## config.mk

```make
export PLATFORM = sky130hd
export DESIGN_NAME = token_net_host_registers
export DESIGN_NICKNAME = d
export VERILOG_FILES = /design/src/core/token_net_pkg.sv /design/src/core/token_net_host_registers.sv
export VERILOG_INCLUDE_DIRS = /design/src /design/src/core
export SDC_FILE = /design/constraint.sdc
export NUM_CORES = 1
export LEC_CHECK = 0
export BUFFER_PORTS_ARGS = -buffer_cell sky130_fd_sc_hd__buf_2
export CAP_MARGIN = 20
export CORE_ASPECT_RATIO = 1.25
export CORE_MARGIN = 3
export CORE_UTILIZATION = 45
export CTS_CLUSTER_SIZE = 40
export DETAILED_ROUTE_END_ITERATION = 7
export HOLD_SLACK_MARGIN = 0.08
export PLACE_DENSITY = 0.69
export SLEW_MARGIN = 15
export SYNTH_ARGS = -nofsm -noshare
export SYNTH_HDL_FRONTEND = slang
export SYNTH_SLANG_ARGS = --single-unit
```

## constraint.sdc

```tcl
create_clock -name clk_sys -period 2.5 [get_ports clk_sys]
set_clock_uncertainty 0.2 [all_clocks]
set_input_delay 0.375 -clock clk_sys [delete_from_list [all_inputs] [get_ports clk_sys]]
set_output_delay 0.375 -clock clk_sys [all_outputs]
set_load 0.01 [all_outputs]
```

## src/core/token_net_consts.svh

```systemverilog
// register offsets, field positions and reset values of the token network host registers
// Operation
// - sixteen registers; undefined bits read unspecified, host writes them zero.
// - each mask bit sits at the position of the status bit it gates.
// - interrupt is OR of six flags each ANDed with its mask bit.
// - only the six listed flags can reach the interrupt output.
// - masking receive-inhibit or transmit-free hides it; unmasking shows it again if set.
// - clear flags command clears the reconfiguration timer interrupt.
// - only the power-on clear flags command clears the too-many-NAK interrupt.
// - reading the next-ID register clears the successor changed interrupt.
// - DMA done flag is inverse of DMA request enable; interrupts when DMA ends.
// - hardware reset loads the interrupt mask with all zeros.
// - data register is the port into RAM at the pointer address.
// - for reads, data register preloads from RAM on low pointer write and, with auto-increment, after each data read.
// - in wide bus mode pointer bit 0 selects byte swap of the 16-bit word.
// - seven registers share address 7, chosen by the sub-address bits.
// - host writes a probe ID; probe flag sets if that node is present.
// - probe cannot report the token successor; next-ID register gives it instead.
// - probe ID register clears to zero on hardware reset only.
// - host writes high pointer first; address loads on low pointer write.
// - upper bank at address 7 needs the extra bit; config write clears it.
`ifndef TOKEN_NET_CONSTS_SVH
`define TOKEN_NET_CONSTS_SVH

`define OFS_MASK        4'h0
`define OFS_COMMAND     4'h1
`define OFS_PTR_HIGH    4'h2
`define OFS_PTR_LOW     4'h3
`define OFS_DATA        4'h4
`define OFS_BANK        4'h5
`define OFS_CONFIG      4'h6
`define OFS_BANKED      4'h7
`define OFS_STATUS_RD   4'h8
`define OFS_DIAG_RD     4'h9

`define SUB_PROBE       3'h0
`define SUB_NODE        3'h1
`define SUB_FIRST_SETUP      3'h2
`define SUB_NEXT        3'h3
`define SUB_SECOND_SETUP      3'h4
`define SUB_BUSCTL      3'h5
`define SUB_COUNT       3'h6

`define BIT_RXINH       7
`define BIT_DMADONE     4
`define BIT_NAK         3
`define BIT_RECON       2
`define BIT_SUCC        1
`define BIT_TXFREE      0
`define BIT_PROBE       2
`define BIT_DMA_REQUEST_ENABLE       3
`define BIT_RDDATA      7
`define BIT_AUTOINC     6
`define BIT_W16         7
`define BIT_CFG_RESET   7
`define BIT_SUB2        2

`define CMD_CLEAR_FLAGS 4'h5
`define CMD_CLR_RECON   8'h0E
`define CMD_CLR_NAK     8'h16
`define RST_BYTE        8'h00
`define RST_CONFIG      8'h18
`define FLAG_MASK       8'h9F

`endif

```

## src/core/token_net_pkg.sv

```systemverilog
// types shared by the token network host register block
package token_net_pkg;
	typedef struct packed {
		logic        read;
		logic        write;
		logic [3:0]  address;
		logic [15:0] writedata;
	} bus_req_t;

	typedef struct packed {
		logic        rx_inhibited_flag;
		logic        tx_free_flag;
		logic        recon_flag;
		logic        successor_changed_flag;
		logic        too_many_nak_flag;
		logic        dma_finished;
	} core_events_t;

	typedef enum logic [1:0] {
		ST_IDLE  = 2'b00,
		ST_FETCH = 2'b01,
		ST_ANS   = 2'b10
	} bus_state_t;
endpackage : token_net_pkg

```

## src/core/token_net_host_registers.sv

```systemverilog
// host register bank, interrupt combining, RAM data port and probe of a token network node
`include "token_net_consts.svh"

module token_net_host_registers #(
	parameter int ADDR_W = 11
) (
	input  wire logic                        clk_sys,
	input  wire logic                        rst_b,
	input  wire token_net_pkg::bus_req_t     avs_req,
	input  wire logic [1:0]                  avs_byteenable,
	output logic [15:0]                      avs_readdata,
	output logic                             avs_waitrequest,
	input  wire token_net_pkg::core_events_t core_events,
	input  wire logic                        rx_inhibited_level,
	input  wire logic                        tx_free_level,
	input  wire logic                        probe_node_seen,
	input  wire logic [7:0]                  successor_id,
	output logic [7:0]                       probe_node_id,
	output logic [7:0]                       own_node_id,
	output logic                             irq,
	output logic [7:0]                       command_code,
	output logic                             command_strobe,
	output logic [ADDR_W-1:0]                ram_addr,
	output logic                             ram_we,
	output logic [15:0]                      ram_wdata,
	input  wire logic [15:0]                 ram_rdata,
	output logic                             dma_request
);
	import token_net_pkg::*;

	// the pointer carries eleven address bits at most
	if (ADDR_W < 9 || ADDR_W > 11) begin : g_bad_addr_w
		$error("ADDR_W must be 9 to 11");
	end

	logic [7:0]        irq_enable_mask;
	logic [7:0]        ram_pointer_high;
	logic [7:0]        ram_pointer_low;
	logic [15:0]       ram_data_port;
	logic [7:0]        operating_config;
	logic              upper_bank_select;
	logic [1:0]        bank_spare;
	logic [7:0]        first_setup;
	logic [7:0]        second_setup;
	logic [7:0]        host_bus_control;
	logic [7:0]        transfer_count;
	logic [7:0]        factory_test;
	logic              recon_flag;
	logic              too_many_nak_flag;
	logic              successor_changed_flag;
	logic              probe_flag;
	logic [7:0]        maskable_flags;
	logic [2:0]        sub_address;
	logic              wide_bus_select;
	logic              dma_request_enable;
	logic              dma_done_flag;
	bus_state_t        state;
	bus_state_t        next_state;
	logic              wr_hit;
	logic              rd_hit;
	logic [15:0]       next_readdata;
	logic [15:0]       ram_word;
	logic              swap_on;

	assign sub_address        = {upper_bank_select, operating_config[1:0]};
	assign wide_bus_select    = host_bus_control[`BIT_W16];
	assign dma_request_enable = ram_pointer_high[`BIT_DMA_REQUEST_ENABLE];
	assign dma_done_flag      = ~dma_request_enable;
	assign dma_request        = dma_request_enable;
	assign swap_on            = wide_bus_select & ram_pointer_low[0];

	// bus handshake: writes finish in one cycle, reads hold waitrequest for two cycles and answer in the third
	always_comb begin
		next_state = state;
		case (state)
			ST_IDLE: begin
				if (avs_req.read)
					next_state = ST_FETCH;
			end
			ST_FETCH: begin
				next_state = ST_ANS;
			end
			ST_ANS: begin
				next_state = ST_IDLE;
			end
			default: begin
				next_state = ST_IDLE;
			end
		endcase
	end

	always_ff @(posedge clk_sys) begin
		if (!rst_b)
			state <= ST_IDLE;
		else
			state <= next_state;
	end

	assign avs_waitrequest = (avs_req.read && state != ST_ANS);
	assign wr_hit          = avs_req.write && state == ST_IDLE && avs_byteenable[0];
	assign rd_hit          = avs_req.read && state == ST_ANS;

	// mask register, cleared by hardware reset
	always_ff @(posedge clk_sys) begin
		if (!rst_b)
			irq_enable_mask <= `RST_BYTE;
		else if (wr_hit && avs_req.address == `OFS_MASK)
			irq_enable_mask <= avs_req.writedata[7:0] & `FLAG_MASK;
	end

	// commands are passed on to the protocol engine as one-cycle strobes
	always_ff @(posedge clk_sys) begin
		if (!rst_b) begin
			command_code   <= `RST_BYTE;
			command_strobe <= 1'b0;
		end else begin
			command_strobe <= wr_hit && avs_req.address == `OFS_COMMAND;
			if (wr_hit && avs_req.address == `OFS_COMMAND)
				command_code <= avs_req.writedata[7:0];
		end
	end

	// pointer: address only takes effect on the low byte write
	always_ff @(posedge clk_sys) begin
		if (!rst_b)
			ram_pointer_high <= `RST_BYTE;
		else if (wr_hit && avs_req.address == `OFS_PTR_HIGH)
			ram_pointer_high <= avs_req.writedata[7:0];
	end

	always_ff @(posedge clk_sys) begin
		if (!rst_b)
			ram_pointer_low <= `RST_BYTE;
		else if (wr_hit && avs_req.address == `OFS_PTR_LOW)
			ram_pointer_low <= avs_req.writedata[7:0];
	end

	// the step waits for the ram write strobe, so a written word lands at the old address
	always_ff @(posedge clk_sys) begin
		if (!rst_b) begin
			ram_addr <= '0;
		end else if (wr_hit && avs_req.address == `OFS_PTR_LOW) begin
			ram_addr <= ADDR_W'({ram_pointer_high[2:0],
				avs_req.writedata[7:1], avs_req.writedata[0] & ~wide_bus_select});
		end else if (ram_pointer_high[`BIT_AUTOINC] &&
			(ram_we || (rd_hit && avs_req.address == `OFS_DATA))) begin
			ram_addr <= ram_addr + (wide_bus_select ? ADDR_W'(2) : ADDR_W'(1));
		end
	end

	// data port; a read preload happens at the low pointer write and, with auto-increment, after each data read
	assign ram_word = swap_on ? {ram_rdata[7:0], ram_rdata[15:8]} : ram_rdata;

	always_ff @(posedge clk_sys) begin
		if (!rst_b) begin
			ram_we    <= 1'b0;
			ram_wdata <= 16'h0000;
		end else begin
			ram_we <= wr_hit && avs_req.address == `OFS_DATA;
			if (wr_hit && avs_req.address == `OFS_DATA)
				ram_wdata <= swap_on ? {avs_req.writedata[7:0], avs_req.writedata[15:8]}
					: avs_req.writedata;
		end
	end

	logic preload_pending;

	always_ff @(posedge clk_sys) begin
		if (!rst_b) begin
			preload_pending <= 1'b0;
			ram_data_port   <= 16'h0000;
		end else begin
			preload_pending <= (wr_hit && avs_req.address == `OFS_PTR_LOW
				&& ram_pointer_high[`BIT_RDDATA]) ||
				(rd_hit && avs_req.address == `OFS_DATA && ram_pointer_high[`BIT_AUTOINC]);
			if (preload_pending)
				ram_data_port <= ram_word;
		end
	end

	// config and bank select; a config write drops the upper bank bit
	always_ff @(posedge clk_sys) begin
		if (!rst_b) begin
			operating_config  <= `RST_CONFIG;
			upper_bank_select <= 1'b0;
			bank_spare        <= 2'b00;
		end else if (wr_hit && avs_req.address == `OFS_CONFIG) begin
			operating_config  <= avs_req.writedata[7:0];
			upper_bank_select <= 1'b0;
		end else if (wr_hit && avs_req.address == `OFS_BANK) begin
			operating_config[1:0] <= avs_req.writedata[1:0];
			upper_bank_select     <= avs_req.writedata[`BIT_SUB2];
			bank_spare            <= {avs_req.writedata[7], avs_req.writedata[3]};
		end
	end

	// address 7 bank; probe and node ID survive the soft reset bit
	logic bank_wr;

	assign bank_wr = wr_hit && avs_req.address == `OFS_BANKED;

	always_ff @(posedge clk_sys) begin
		if (!rst_b)
			probe_node_id <= `RST_BYTE;
		else if (bank_wr && sub_address == `SUB_PROBE)
			probe_node_id <= avs_req.writedata[7:0];
	end

	always_ff @(posedge clk_sys) begin
		if (!rst_b)
			own_node_id <= `RST_BYTE;
		else if (bank_wr && sub_address == `SUB_NODE)
			own_node_id <= avs_req.writedata[7:0];
	end

	always_ff @(posedge clk_sys) begin
		if (!rst_b)
			first_setup <= `RST_BYTE;
		else if (bank_wr && sub_address == `SUB_FIRST_SETUP)
			first_setup <= avs_req.writedata[7:0];
	end

	// the next-ID slot is read-only, so its writes land in the test byte
	always_ff @(posedge clk_sys) begin
		if (!rst_b)
			factory_test <= `RST_BYTE;
		else if (bank_wr && sub_address == `SUB_NEXT)
			factory_test <= avs_req.writedata[7:0];
	end

	always_ff @(posedge clk_sys) begin
		if (!rst_b)
			second_setup <= `RST_BYTE;
		else if (bank_wr && sub_address == `SUB_SECOND_SETUP)
			second_setup <= avs_req.writedata[7:0];
	end

	// bit 7 switches the data port to sixteen bits
	always_ff @(posedge clk_sys) begin
		if (!rst_b)
			host_bus_control <= `RST_BYTE;
		else if (bank_wr && sub_address == `SUB_BUSCTL)
			host_bus_control <= avs_req.writedata[7:0];
	end

	always_ff @(posedge clk_sys) begin
		if (!rst_b)
			transfer_count <= `RST_BYTE;
		else if (bank_wr && sub_address == `SUB_COUNT)
			transfer_count <= avs_req.writedata[7:0];
	end

	// sticky flags; a new event wins over a clear in the same cycle
	logic next_id_read;
	logic diag_read;
	logic clr_recon_cmd;
	logic clr_nak_cmd;
	logic soft_reset;

	assign next_id_read  = rd_hit && avs_req.address == `OFS_BANKED && sub_address == `SUB_NEXT;
	assign diag_read     = rd_hit && avs_req.address == `OFS_DIAG_RD;
	assign clr_recon_cmd = command_strobe &&
		(command_code == `CMD_CLR_RECON || command_code == `CMD_CLR_NAK);
	assign clr_nak_cmd   = command_strobe && command_code == `CMD_CLR_NAK;
	assign soft_reset    = operating_config[`BIT_CFG_RESET];

	always_ff @(posedge clk_sys) begin
		if (!rst_b)
			recon_flag <= 1'b0;
		else if (core_events.recon_flag)
			recon_flag <= 1'b1;
		else if (clr_recon_cmd || soft_reset)
			recon_flag <= 1'b0;
	end

	// only the power-on clear command reaches this one
	always_ff @(posedge clk_sys) begin
		if (!rst_b)
			too_many_nak_flag <= 1'b0;
		else if (core_events.too_many_nak_flag)
			too_many_nak_flag <= 1'b1;
		else if (clr_nak_cmd || soft_reset)
			too_many_nak_flag <= 1'b0;
	end

	// cleared by the read that hands the successor ID out
	always_ff @(posedge clk_sys) begin
		if (!rst_b)
			successor_changed_flag <= 1'b0;
		else if (core_events.successor_changed_flag)
			successor_changed_flag <= 1'b1;
		else if (next_id_read || soft_reset)
			successor_changed_flag <= 1'b0;
	end

	// successor is not probed; its ID comes from the next-ID register
	always_ff @(posedge clk_sys) begin
		if (!rst_b)
			probe_flag <= 1'b0;
		else if (probe_node_seen && probe_node_id != successor_id)
			probe_flag <= 1'b1;
		else if (diag_read || soft_reset)
			probe_flag <= 1'b0;
	end

	// rx inhibit and tx free are live levels, so masking only hides them
	always_comb begin
		maskable_flags                  = 8'h00;
		maskable_flags[`BIT_RXINH]      = rx_inhibited_level;
		maskable_flags[`BIT_DMADONE]    = dma_done_flag;
		maskable_flags[`BIT_NAK]        = too_many_nak_flag;
		maskable_flags[`BIT_RECON]      = recon_flag;
		maskable_flags[`BIT_SUCC]       = successor_changed_flag;
		maskable_flags[`BIT_TXFREE]     = tx_free_level;
	end

	// one gate per flag position; bits outside the six sources never pass
	localparam logic [7:0] IRQ_SOURCES = `FLAG_MASK;
	logic [7:0] gated_flags;

	for (genvar i = 0; i < 8; i++) begin : g_gate
		assign gated_flags[i] = maskable_flags[i] & irq_enable_mask[i] & IRQ_SOURCES[i];
	end

	// combinational so the line drops the cycle the last enabled flag clears
	assign irq = |gated_flags;

	// read mux
	always_comb begin
		next_readdata = 16'h0000;
		if (avs_req.address == `OFS_MASK)
			next_readdata = {8'h00, irq_enable_mask};
		else if (avs_req.address == `OFS_PTR_HIGH)
			next_readdata = {8'h00, ram_pointer_high};
		else if (avs_req.address == `OFS_PTR_LOW)
			next_readdata = {8'h00, ram_pointer_low};
		else if (avs_req.address == `OFS_DATA)
			next_readdata = wide_bus_select ? ram_data_port : {8'h00, ram_data_port[7:0]};
		else if (avs_req.address == `OFS_BANK)
			next_readdata = {8'h00, bank_spare[1], 3'b000, bank_spare[0],
				upper_bank_select, operating_config[1:0]};
		else if (avs_req.address == `OFS_CONFIG)
			next_readdata = {8'h00, operating_config};
		else if (avs_req.address == `OFS_BANKED) begin
			if (sub_address == `SUB_PROBE)
				next_readdata = {8'h00, probe_node_id};
			else if (sub_address == `SUB_NODE)
				next_readdata = {8'h00, own_node_id};
			else if (sub_address == `SUB_FIRST_SETUP)
				next_readdata = {8'h00, first_setup};
			else if (sub_address == `SUB_NEXT)
				next_readdata = {8'h00, successor_id};
			else if (sub_address == `SUB_SECOND_SETUP)
				next_readdata = {8'h00, second_setup};
			else if (sub_address == `SUB_BUSCTL)
				next_readdata = {8'h00, host_bus_control};
			else if (sub_address == `SUB_COUNT)
				next_readdata = {8'h00, transfer_count};
		end else if (avs_req.address == `OFS_STATUS_RD)
			next_readdata = {8'h00, maskable_flags};
		else if (avs_req.address == `OFS_DIAG_RD)
			next_readdata = {8'h00, 4'h0, too_many_nak_flag, probe_flag,
				successor_changed_flag, 1'b0};
	end

	always_ff @(posedge clk_sys) begin
		if (!rst_b)
			avs_readdata <= 16'h0000;
		else if (state == ST_FETCH)
			avs_readdata <= next_readdata;
	end
endmodule : token_net_host_registers

```

==> results.py, run 1 <==
metrics = {
    "detailed_routing": {
        "drt-pass1-iter-count": 5,
        "drc": 0,
        "route.vias.total": 7348,
        "routedWlPerCell_um": 18.5,
        "antenna_left": 0,
        "routed_wl_mm": 23.9,
        "viasPerCell": 5.69,
        "drt-initial-drc-count": 604,
    },
    "global_route": {
        "grt_pass1_wl_mm": 37.4,
        "grt_overflow": 0,
        "met3_usage": 0.0479,
        "grt_max_degree": 73,
        "grt.busiest_layer": "met2",
        "antenna_found_initial": 0,
        "grt_use_met1": 0.327,
        "met2_usage": 0.440,
        "grt_use_total": 0.260,
        "grt_pass1_vias": 6948,
    },
    "yosys": {
        "synth.yosys.seq_area_share": 0.411,
        "yosysTopAreaCell": "dfxtp_1",
        "synth_common_cells": "dfxtp_1, nor2_1, nand2_1, mux2i_1, nand3_1",
        "synth_edf_count": 0,
        "ys_ff_latch": 157,
        "synth_area_per_cell_um2": 8.30,
        "ys.flop_type": "dfxtp_1",
        "ys_async_sr_fraction": 0,
        "yosysTopAreaCellShare": 0.411,
        "synthTopCellsByArea": "dfxtp_1, mux2i_1, nor2_1, nand2_1, nand3_1",
        "syn_nets": 982,
        "synth_area_mm2": 0.00764,
        "yosysWarnings": 0,
        "syn_inst": 920,
        "yosysUniqueCellTypes": 73,
        "post-synth-top-count-cell": "dfxtp_1",
    },
    "critical_path": {
        "crit_type": "reg -> reg",
        "crit_arrival_ns": 2.36,
        "end_kind": "flop",
        "cp_max_fo": 13,
        "rrSetupSlack_ns": 0.23,
        "reg2reg_depth": 6,
        "reg2reg_from": "operating_config[0]",
        "worst_setup_path_start_kind": "flop",
        "cp.required_ns": 2.59,
        "reg2reg_to": "avs_readdata[0]",
    },
    "final_layout": {
        "antennaDiodeCount": 0,
        "finish.utilization": 0.581,
        "final_nets": 1126,
        "drive_gt1_frac": 0.201,
        "area_growth_pct": 24.7,
    },
    "cts": {
        "htree_levels": 4,
        "clk_latency_ns": 0.43,
        "cts_root_buf": "clkbuf_16",
        "tritoncts": "built",
        "cts_resized": 0,
        "numCtsBuffers": 17,
        "path_clk_slew_ns": 0.06,
        "cts.sinks": 157,
        "post_cts_buffers": 0,
        "clockBufferDepth": 2,
    },
    "placed_design": {
        "io_buffers": 126,
        "gp_congestion": 0.960,
        "dpl.hpwl_mm": 16.3,
    },
    "sta": {
        "hold-worst-slack_ns": 0.119,
        "period_share": 0.908,
        "fmax_mhz": 441,
        "setup_violations": 0,
        "drv_slew": 0,
        "rsz0062_at_grt": "no",
        "hold_viol": 0,
        "period_needed_ns": 2.27,
        "fin_setup_tns_ns": 0,
        "tightest_slew_ns": 0.761,
        "max-slew-margin-rel": 0.493,
    },
    "outcome": {
        "run_status": "completed",
    },
    "floorplanning": {
        "dieArea_mm2": 0.0186,
        "row_count": 52,
        "initial_core_util": 0.466,
        "die_w_um": 123,
        "pin_count": 131,
        "die_y_um": 152,
        "core_area_mm2": 0.0164,
    },
    "hold_path": {
        "hold_class": "in -> reg",
        "holdPathStages": 3,
        "min_from": "probe_node_seen",
        "hold_path_end": "probe_flag",
    },
    "run": {
        "drv_cap": 0,
    },
    "power": {
        "peakVddDrop_uv": 428,
        "leakage_uw": 0.00389,
        "p_per_area_mw_per_mm2": 586,
    },
}
report_power, final:
group / switching, uW / total [uW] / leakage [uW] / internal (uW)
logic: 269 / 430 / 0.00234 / 162
clock network: 1040 / 2610 / 0.000288 / 1570
registers: 22.9 / 2550 / 0.00127 / 2520
total: 1330 / 5580 / 0.00389 / 4260
cell families after synthesis:
| logic type | share of synthesized area |
|---|---|
| AOI/OAI and AO/OA | 0.164 |
| xor gates and xnor gates | 0.0206 |
| muxes | 0.104 |
| buffers and inverters | 0.0519 |
| and+or+nand+nor | 0.242 |
| adders and majority gates | 0.00590 |
| DFF | 0.411 |
cells in the final DEF (no fill, tap or decap), types with 11 or more instances in the layout:
master,Yosys,routed
inv_1,13,12
dlygate4sd3_1,0,36
dfxtp_1,157,157
a21oi_1,57,57
o21ai_1,13,13
xnor2_1,11,11
nand3_1,69,69
nor3_1,14,14
a311oi_1,34,34
clkbuf_16,0,17
nor2_1,129,129
mux2i_1,73,73
buf_4,6,39
o21ai_0,19,19
a22oi_1,14,14
nor2b_1,11,11
nand2_1,97,97
buf_2,20,126
sequential cells by signal, summed over array words and instances, names as in the netlist, 2 cells and up:
name              cells
avs_readdata         16
ram_data_port        16
ram_wdata            16
ram_addr             11
command_code          8
first_setup           8
host_bus_control      8
operating_config      8
own_node_id           8
probe_node_id         8
ram_pointer_high      8
ram_pointer_low       8
second_setup          8
transfer_count        8
irq_enable_mask       6
bank_spare            2
state                 2
worst max-delay path by stage:
stage | from | endpoint | slack, ns | cells past startpoint
2_1_floorplan | host_bus_control[7] | ram_addr[10] | 0.12 | 10
6_report | operating_config[0] | avs_readdata[0] | 0.23 | 6
5_1_grt | operating_config[0] | probe_node_id[5] | 0.1 | 5
3_3_place_gp | avs_req[18] | host_bus_control[7] | 0.22 | 6
4_1_cts | operating_config[0] | probe_node_id[4] | 0.23 | 5
3_5_place_dp | avs_req[18] | host_bus_control[5] | 0.19 | 6
metrics by stage:
stage               worst slack (ns)  area, um^2  std cells  power, uW
global placement               0.217        8570       1225       2990
floorplan                      0.122        7640        920       2810
CTS                            0.231        9520       1292       5610
global route                  0.0982        9520       1292       5770
finish                         0.230        9520       1292       5580
detailed placement             0.193        8570       1225       2990
what timing repair did:
action | 4_1_cts | 5_1_grt
endpoints found under the setup margin | 0 | 0
hold buffers | 36 | 0
endpoints found under the hold margin | 35 | 0
final cells by class:
| class | count | area [um^2] |
|---|---|---|
| tap | 216 | 270 |
| clock buffer | 22 | 484 |
| inverter | 13 | 51.3 |
| clock inverter | 9 | 111 |
| fill | 1522 | 6870 |
| multi-input combinational | 670 | 4100 |
| sequential | 157 | 3140 |
| timing repair buffer | 205 | 1360 |
worst max-delay path, stage by stage (launching register included):
cell	delay (ns)
dfxtp_1	0.64
buf_12	0.23
mux2_2	0.36
o221ai_1	0.17
a311oi_1	0.08
o2111ai_1	0.33
o21ai_1	0.11
layer usage:
metal / share of wire / up-vias
met5: 0 / -
met4: 0.029 / 0
met3: 0.058 / 52
met2: 0.49 / 261
met1: 0.43 / 3462
li1: - / 3573
(Power assumes the default switching activity.)
==> inputs of run 2 (changes only) <==
PLACE_DENSITY = 0.66   (was 0.69)
SKIP_LAST_GASP = 1   (was not set)
clock period = 2.15 ns   (was 2.5 ns; I/O delays follow)
==> run 2 against run 1 <==
Effect of this change:
- non-clock buffer count increased by 15
- critical endpoint is now ram_addr[10]
- maximum frequency increased by 7.7%
- sequential share of layout area decreased by 0.40 points
- global-route usage about the same
- final cell count increased by 1.2%
- design area increased by 1.5%
- utilization increased by 0.85 points
- sequential power increased by 16%
- hold slack improved by 0.022 ns
- combinational power increased by 22%
- critical path depth increased by 3
- register-to-register slack got worse by 0.19 ns
==> results.py, run 2 (same netlist as run 1, synthesis figures left out) <==
metrics = {
    "outcome": {
        "run_status": "completed",
    },
    "critical_path": {
        "cpPeakStageDelay_ns": 0.36,
        "crit_type": "reg -> reg",
        "crit_chain": "inv_6 > ha_4 > inv_2 > fa_2 > and4b_1 > and3_1 > nand4_1 > xor2_1 > a211oi_1",
        "end_kind": "flop",
        "cp_max_fo": 3,
        "slowest_stage": "dfxtp_4",
        "cp.required_ns": 2.29,
        "worst_setup_path_start_kind": "flop",
        "crit_arrival_ns": 2.25,
    },
    "placed_design": {
        "gp_congestion": 0.945,
        "io_buffers": 126,
        "dpl.hpwl_mm": 16.8,
        "placed_cells_incl_taps": 1245,
    },
    "final_layout": {
        "final_cell_mix": "dfxtp_1, nor2_1, buf_2",
        "largestRegisters": "avs_readdata: 16 flops, ram_data_port: 16 flops, ram_wdata: 16 flops",
        "antennaDiodeCount": 0,
        "final-seq-area_mm2": 0.00315,
        "area_growth_pct": 26.5,
        "final_nets": 1141,
        "multi_input_area_mm2": 0.00412,
        "nFillCells": 1551,
        "layout_commonest_cell": "dfxtp_1",
        "final_cell_count_no_fill": 1307,
        "drive_gt1_frac": 0.225,
    },
    "floorplanning": {
        "core_area_mm2": 0.0164,
        "dieArea_mm2": 0.0186,
        "row_count": 52,
        "die_w_um": 123,
        "die_y_um": 152,
        "pin_count": 131,
        "initial_core_util": 0.466,
    },
    "sta": {
        "tightest_slew_ns": 0.523,
        "rsz0062_at_grt": "yes",
        "fin_setup_tns_ns": 0,
        "period_needed_ns": 2.11,
        "hold_viol": 0,
        "max-slew-margin-rel": 0.651,
        "period_share": 0.981,
        "drv_slew": 0,
        "setup_violations": 0,
        "fmax_mhz": 474,
    },
    "cts": {
        "htree_levels": 4,
        "cts_root_buf": "clkbuf_16",
        "tritoncts": "built",
        "clockBufferDepth": 2,
        "cts.sinks": 157,
        "clk_latency_ns": 0.42,
        "path_clk_slew_ns": 0.06,
        "numCtsBuffers": 17,
    },
    "detailed_routing": {
        "drt-pass1-iter-count": 4,
        "viasPerCell": 5.68,
        "drc": 0,
        "routed_wl_mm": 24.2,
        "route.vias.total": 7423,
        "met1_length_mm": 10.0,
        "highest_layer": "met5",
        "drt-initial-drc-count": 547,
        "routedWlPerCell_um": 18.5,
        "wl_met3_mm": 1.71,
        "wl_met2_mm": 11.6,
        "antenna_left": 0,
    },
    "run": {
        "drv_cap": 0,
    },
    "global_route": {
        "grt_pass1_vias": 7018,
        "grt_max_degree": 50,
        "antenna_found_initial": 1,
        "grt_overflow": 0,
        "grt_pass1_wl_mm": 37.4,
        "grt_use_total": 0.259,
    },
    "power": {
        "peakVddDrop_uv": 466,
        "p_per_area_mw_per_mm2": 687,
        "leakage_uw": 0.00396,
    },
    "hold_path": {
        "hold_class": "in -> reg",
    },
}
run 2: worst paths after layout:
kind | start | cells after the start | to | slack, ns
setup / recovery | host_bus_control[7] | 9 | ram_addr[10] | 0.04
hold / removal | avs_req[5] | 3 | ram_pointer_low[5] | 0.14
setup reg to reg | host_bus_control[7] | 9 | ram_addr[10] | 0.04
hold reg to reg | ram_pointer_high[4] | 2 | ram_pointer_high[4] | 0.26
run 2: through the flow:
stage | hold WS [ns] | setup slack (ns) | util | power, uW | area [um^2]
floorplan | 0.232 | -0.0113 | - | 3270 | 7670
global placement | 0.243 | 0.00920 | 0.532 | 3490 | 8730
detailed placement | 0.247 | -0.0324 | 0.532 | 3500 | 8730
CTS | 0.129 | 0.0166 | 0.588 | 6680 | 9640
global route | 0.137 | -0.0869 | 0.589 | 6860 | 9660
finish | 0.141 | 0.0418 | 0.589 | 6640 | 9660
run 2: timing repair:
| item | in CTS | in global routing |
|---|---|---|
| hold buffers | 30 | 0 |
| setup endpoints to repair | 13 | 6 |
| buffers inserted | 0 | 1 |
| gates resized for setup | 2 | 4 |
| hold endpoints to repair | 44 | 0 |
| pin swaps | 0 | 3 |
run 2: per-layer routing:
metal | up-vias | global-route usage
met2 | 275 | 0.441
met3 | 57 | 0.0590
met5 | - | 0
met1 | 3493 | 0.315
met4 | 2 | 0.109
li1 | 3596 | -
run 2: critical path, delay by kind of cell (launching register included):
kind / cells / cell delay [ns]
and+or+nand+nor: 3 / 0.55
AOI/OAI and AO/OA: 1 / 0.21
DFF: 1 / 0.36
xor gates and xnor gates: 1 / 0.16
buffers and inverters: 2 / 0.09
adders and majority gates: 2 / 0.46
run 2: layout make-up:
type                            instances  share of cell area
Multi-Input combinational cell        670               0.427
Sequential cell                       157               0.326
Timing Repair Buffer                  220               0.150
Clock buffer                           19              0.0458
Tap cell                              216              0.0280
Clock inverter                         12              0.0176
Inverter                               13             0.00583
run 2: report_power, final:
group	switching, uW	internal, uW
Clock	1200	1960
Combinational	320	203
Sequential	25.1	2930
==> inputs of run 3 (changes only) <==
PLACE_DENSITY = 0.67   (was 0.66)
clock period = 1.8 ns   (was 2.15 ns; I/O delays follow)
==> run 3 against run 2 <==
Effect of this change:
- the flow now finishes with violations (setup timing)
- via count up 4.1%
- setup slack worse by 0.32 ns
- first-iteration DRC count shrank 7.1%
- critical path type unchanged
- largest cell class unchanged
- hold slack worse by 0.043 ns
- maximum frequency up 1.4%
==> results.py, run 3 (same netlist as run 1, synthesis figures left out) <==
metrics = {
    "outcome": {
        "run_status": "finished with violations",
        "violations": "setup timing",
    },
    "placed_design": {
        "io_buffers": 126,
        "place_ws_ns": -0.350,
        "gp_congestion": 0.968,
        "dpl.hpwl_mm": 17.9,
        "postPlaceCellArea_mm2": 0.00919,
    },
    "detailed_routing": {
        "drc": 0,
        "met1_length_mm": 10.4,
        "wl_met3_mm": 1.47,
        "wl_met2_mm": 12.6,
        "drt-pass1-iter-count": 5,
        "route.vias.total": 7728,
        "antenna_left": 0,
        "drt-initial-drc-count": 508,
        "viasPerCell": 5.62,
        "routedWlPerCell_um": 18.7,
        "highest_layer": "met4",
        "routed_wl_mm": 25.6,
    },
    "critical_path": {
        "cp.required_ns": 1.95,
        "reg2reg_depth": 9,
        "crit_type": "reg -> reg",
        "startpoint": "host_bus_control[7]",
        "worst_setup_path_start_kind": "flop",
        "reg2reg_from": "host_bus_control[7]",
        "crit_arrival_ns": 2.23,
        "end_kind": "flop",
        "cp_max_fo": 3,
    },
    "final_layout": {
        "drive_gt1_frac": 0.306,
        "antennaDiodeCount": 0,
        "final_cell_mix": "dfxtp_1, nor2_1, buf_2",
        "layout_commonest_cell": "dfxtp_1",
        "largestRegisters": "avs_readdata: 16 flops, ram_data_port: 16 flops, ram_wdata: 16 flops",
        "final_nets": 1207,
        "area_growth_pct": 39.0,
        "stdcell_area_mm2": 0.0106,
        "finish.utilization": 0.648,
    },
    "cts": {
        "tritoncts": "built",
        "htree_levels": 4,
        "clk_latency_ns": 0.43,
        "path_clk_slew_ns": 0.06,
        "cts.sinks": 157,
        "numCtsBuffers": 17,
        "clockBufferDepth": 2,
        "cts_root_buf": "clkbuf_16",
    },
    "floorplanning": {
        "initial_core_util": 0.466,
        "die_y_um": 152,
        "die_w_um": 123,
        "pin_count": 131,
        "core_area_mm2": 0.0164,
        "row_count": 52,
        "dieArea_mm2": 0.0186,
    },
    "sta": {
        "drv_slew": 0,
        "period_share": 1.15,
        "setup_violations": 42,
        "hold-worst-slack_ns": 0.0974,
        "hold_viol": 0,
        "tightest_slew_ns": 0.565,
        "period_needed_ns": 2.08,
        "fin_ws_ns": -0.279,
        "fmax_mhz": 481,
        "max-slew-margin-rel": 0.622,
        "rsz0062_at_grt": "yes",
    },
    "hold_path": {
        "hold_class": "in -> reg",
        "holdPathStages": 3,
        "min_from": "avs_req[3]",
    },
    "power": {
        "peakVddDrop_uv": 549,
        "p_per_area_mw_per_mm2": 777,
        "power_uw": 8250,
        "leakage_uw": 0.00442,
    },
    "global_route": {
        "grt_overflow": 0,
        "grt_max_degree": 77,
        "grt_pass1_wl_mm": 39.7,
        "antenna_found_initial": 0,
        "grt_pass1_vias": 7444,
        "grt_use_total": 0.275,
    },
    "run": {
        "drv_cap": 0,
    },
}
==> run 3: cell types whose count changed in the layout (fill, tap and decap cells not counted), moves of 4 or more <==
cell,before,now
buf_6,0,14
nor2b_1,11,7
buf_12,3,8
clkinvlp_4,4,0
dfxtp_1,153,149
buf_4,61,102
dfxtp_4,1,5
==> run 3: layout make-up <==
class	count	area [um^2]
Clock buffer	20	437
Timing Repair Buffer	286	2090
Tap cell	216	270
Sequential cell	157	3170
Inverter	13	56.3
Fill cell	1389	5780
Multi-Input combinational cell	670	4380
Clock inverter	12	218
==> run 3: power by group <==
part / leakage [uW] / switching (uW) / internal, uW
combinational: 0.00282 / 411 / 308
clock: 0.000322 / 1410 / 2590
sequential: 0.00127 / 28.6 / 3500
total: 0.00442 / 1850 / 6400
==> run 3: worst paths after layout <==
| check | to | slack (ns) |
|---|---|---|
| hold / removal | ram_pointer_low[3] | 0.1 |
| setup reg to reg | ram_addr[10] | -0.28 |
| setup / recovery | ram_addr[10] | -0.28 |
| hold reg to reg | ram_pointer_low[7] | 0.26 |
==> run 3: metal layers <==
| metal | up-vias | track usage |
|---|---|---|
| met3 | 63 | 0.0520 |
| met5 | - | 0 |
| met4 | 0 | 0.108 |
| met1 | 3653 | 0.325 |
| li1 | 3737 | - |
| met2 | 275 | 0.490 |
==> run 3: worst max-delay path, stage by stage (launching register included) <==
cell	delay (ns)
dfxtp_4	0.35
clkinv_4	0.06
ha_4	0.12
inv_2	0.03
fa_2	0.33
and4b_1	0.31
and3_1	0.17
nand4_1	0.10
xor2_1	0.16
a211oi_1	0.18
==> run 3: stage by stage <==
step	instances	setup TNS, ns
floorplan	920	-0.721
global placement	1295	-11.85
detailed placement	1295	-13.66
CTS	1370	-2.86
global route	1374	-7.31
finish	1374	-3.51
==> run 3: timing repair <==
action                                  CTS  global route
pin swaps                                16            30
hold buffers                             33             0
cloned                                    0             0
endpoints found under the hold margin    50             0
gates resized for setup                  43            51
buffers inserted                         10             8
endpoints found under the setup margin   93            85
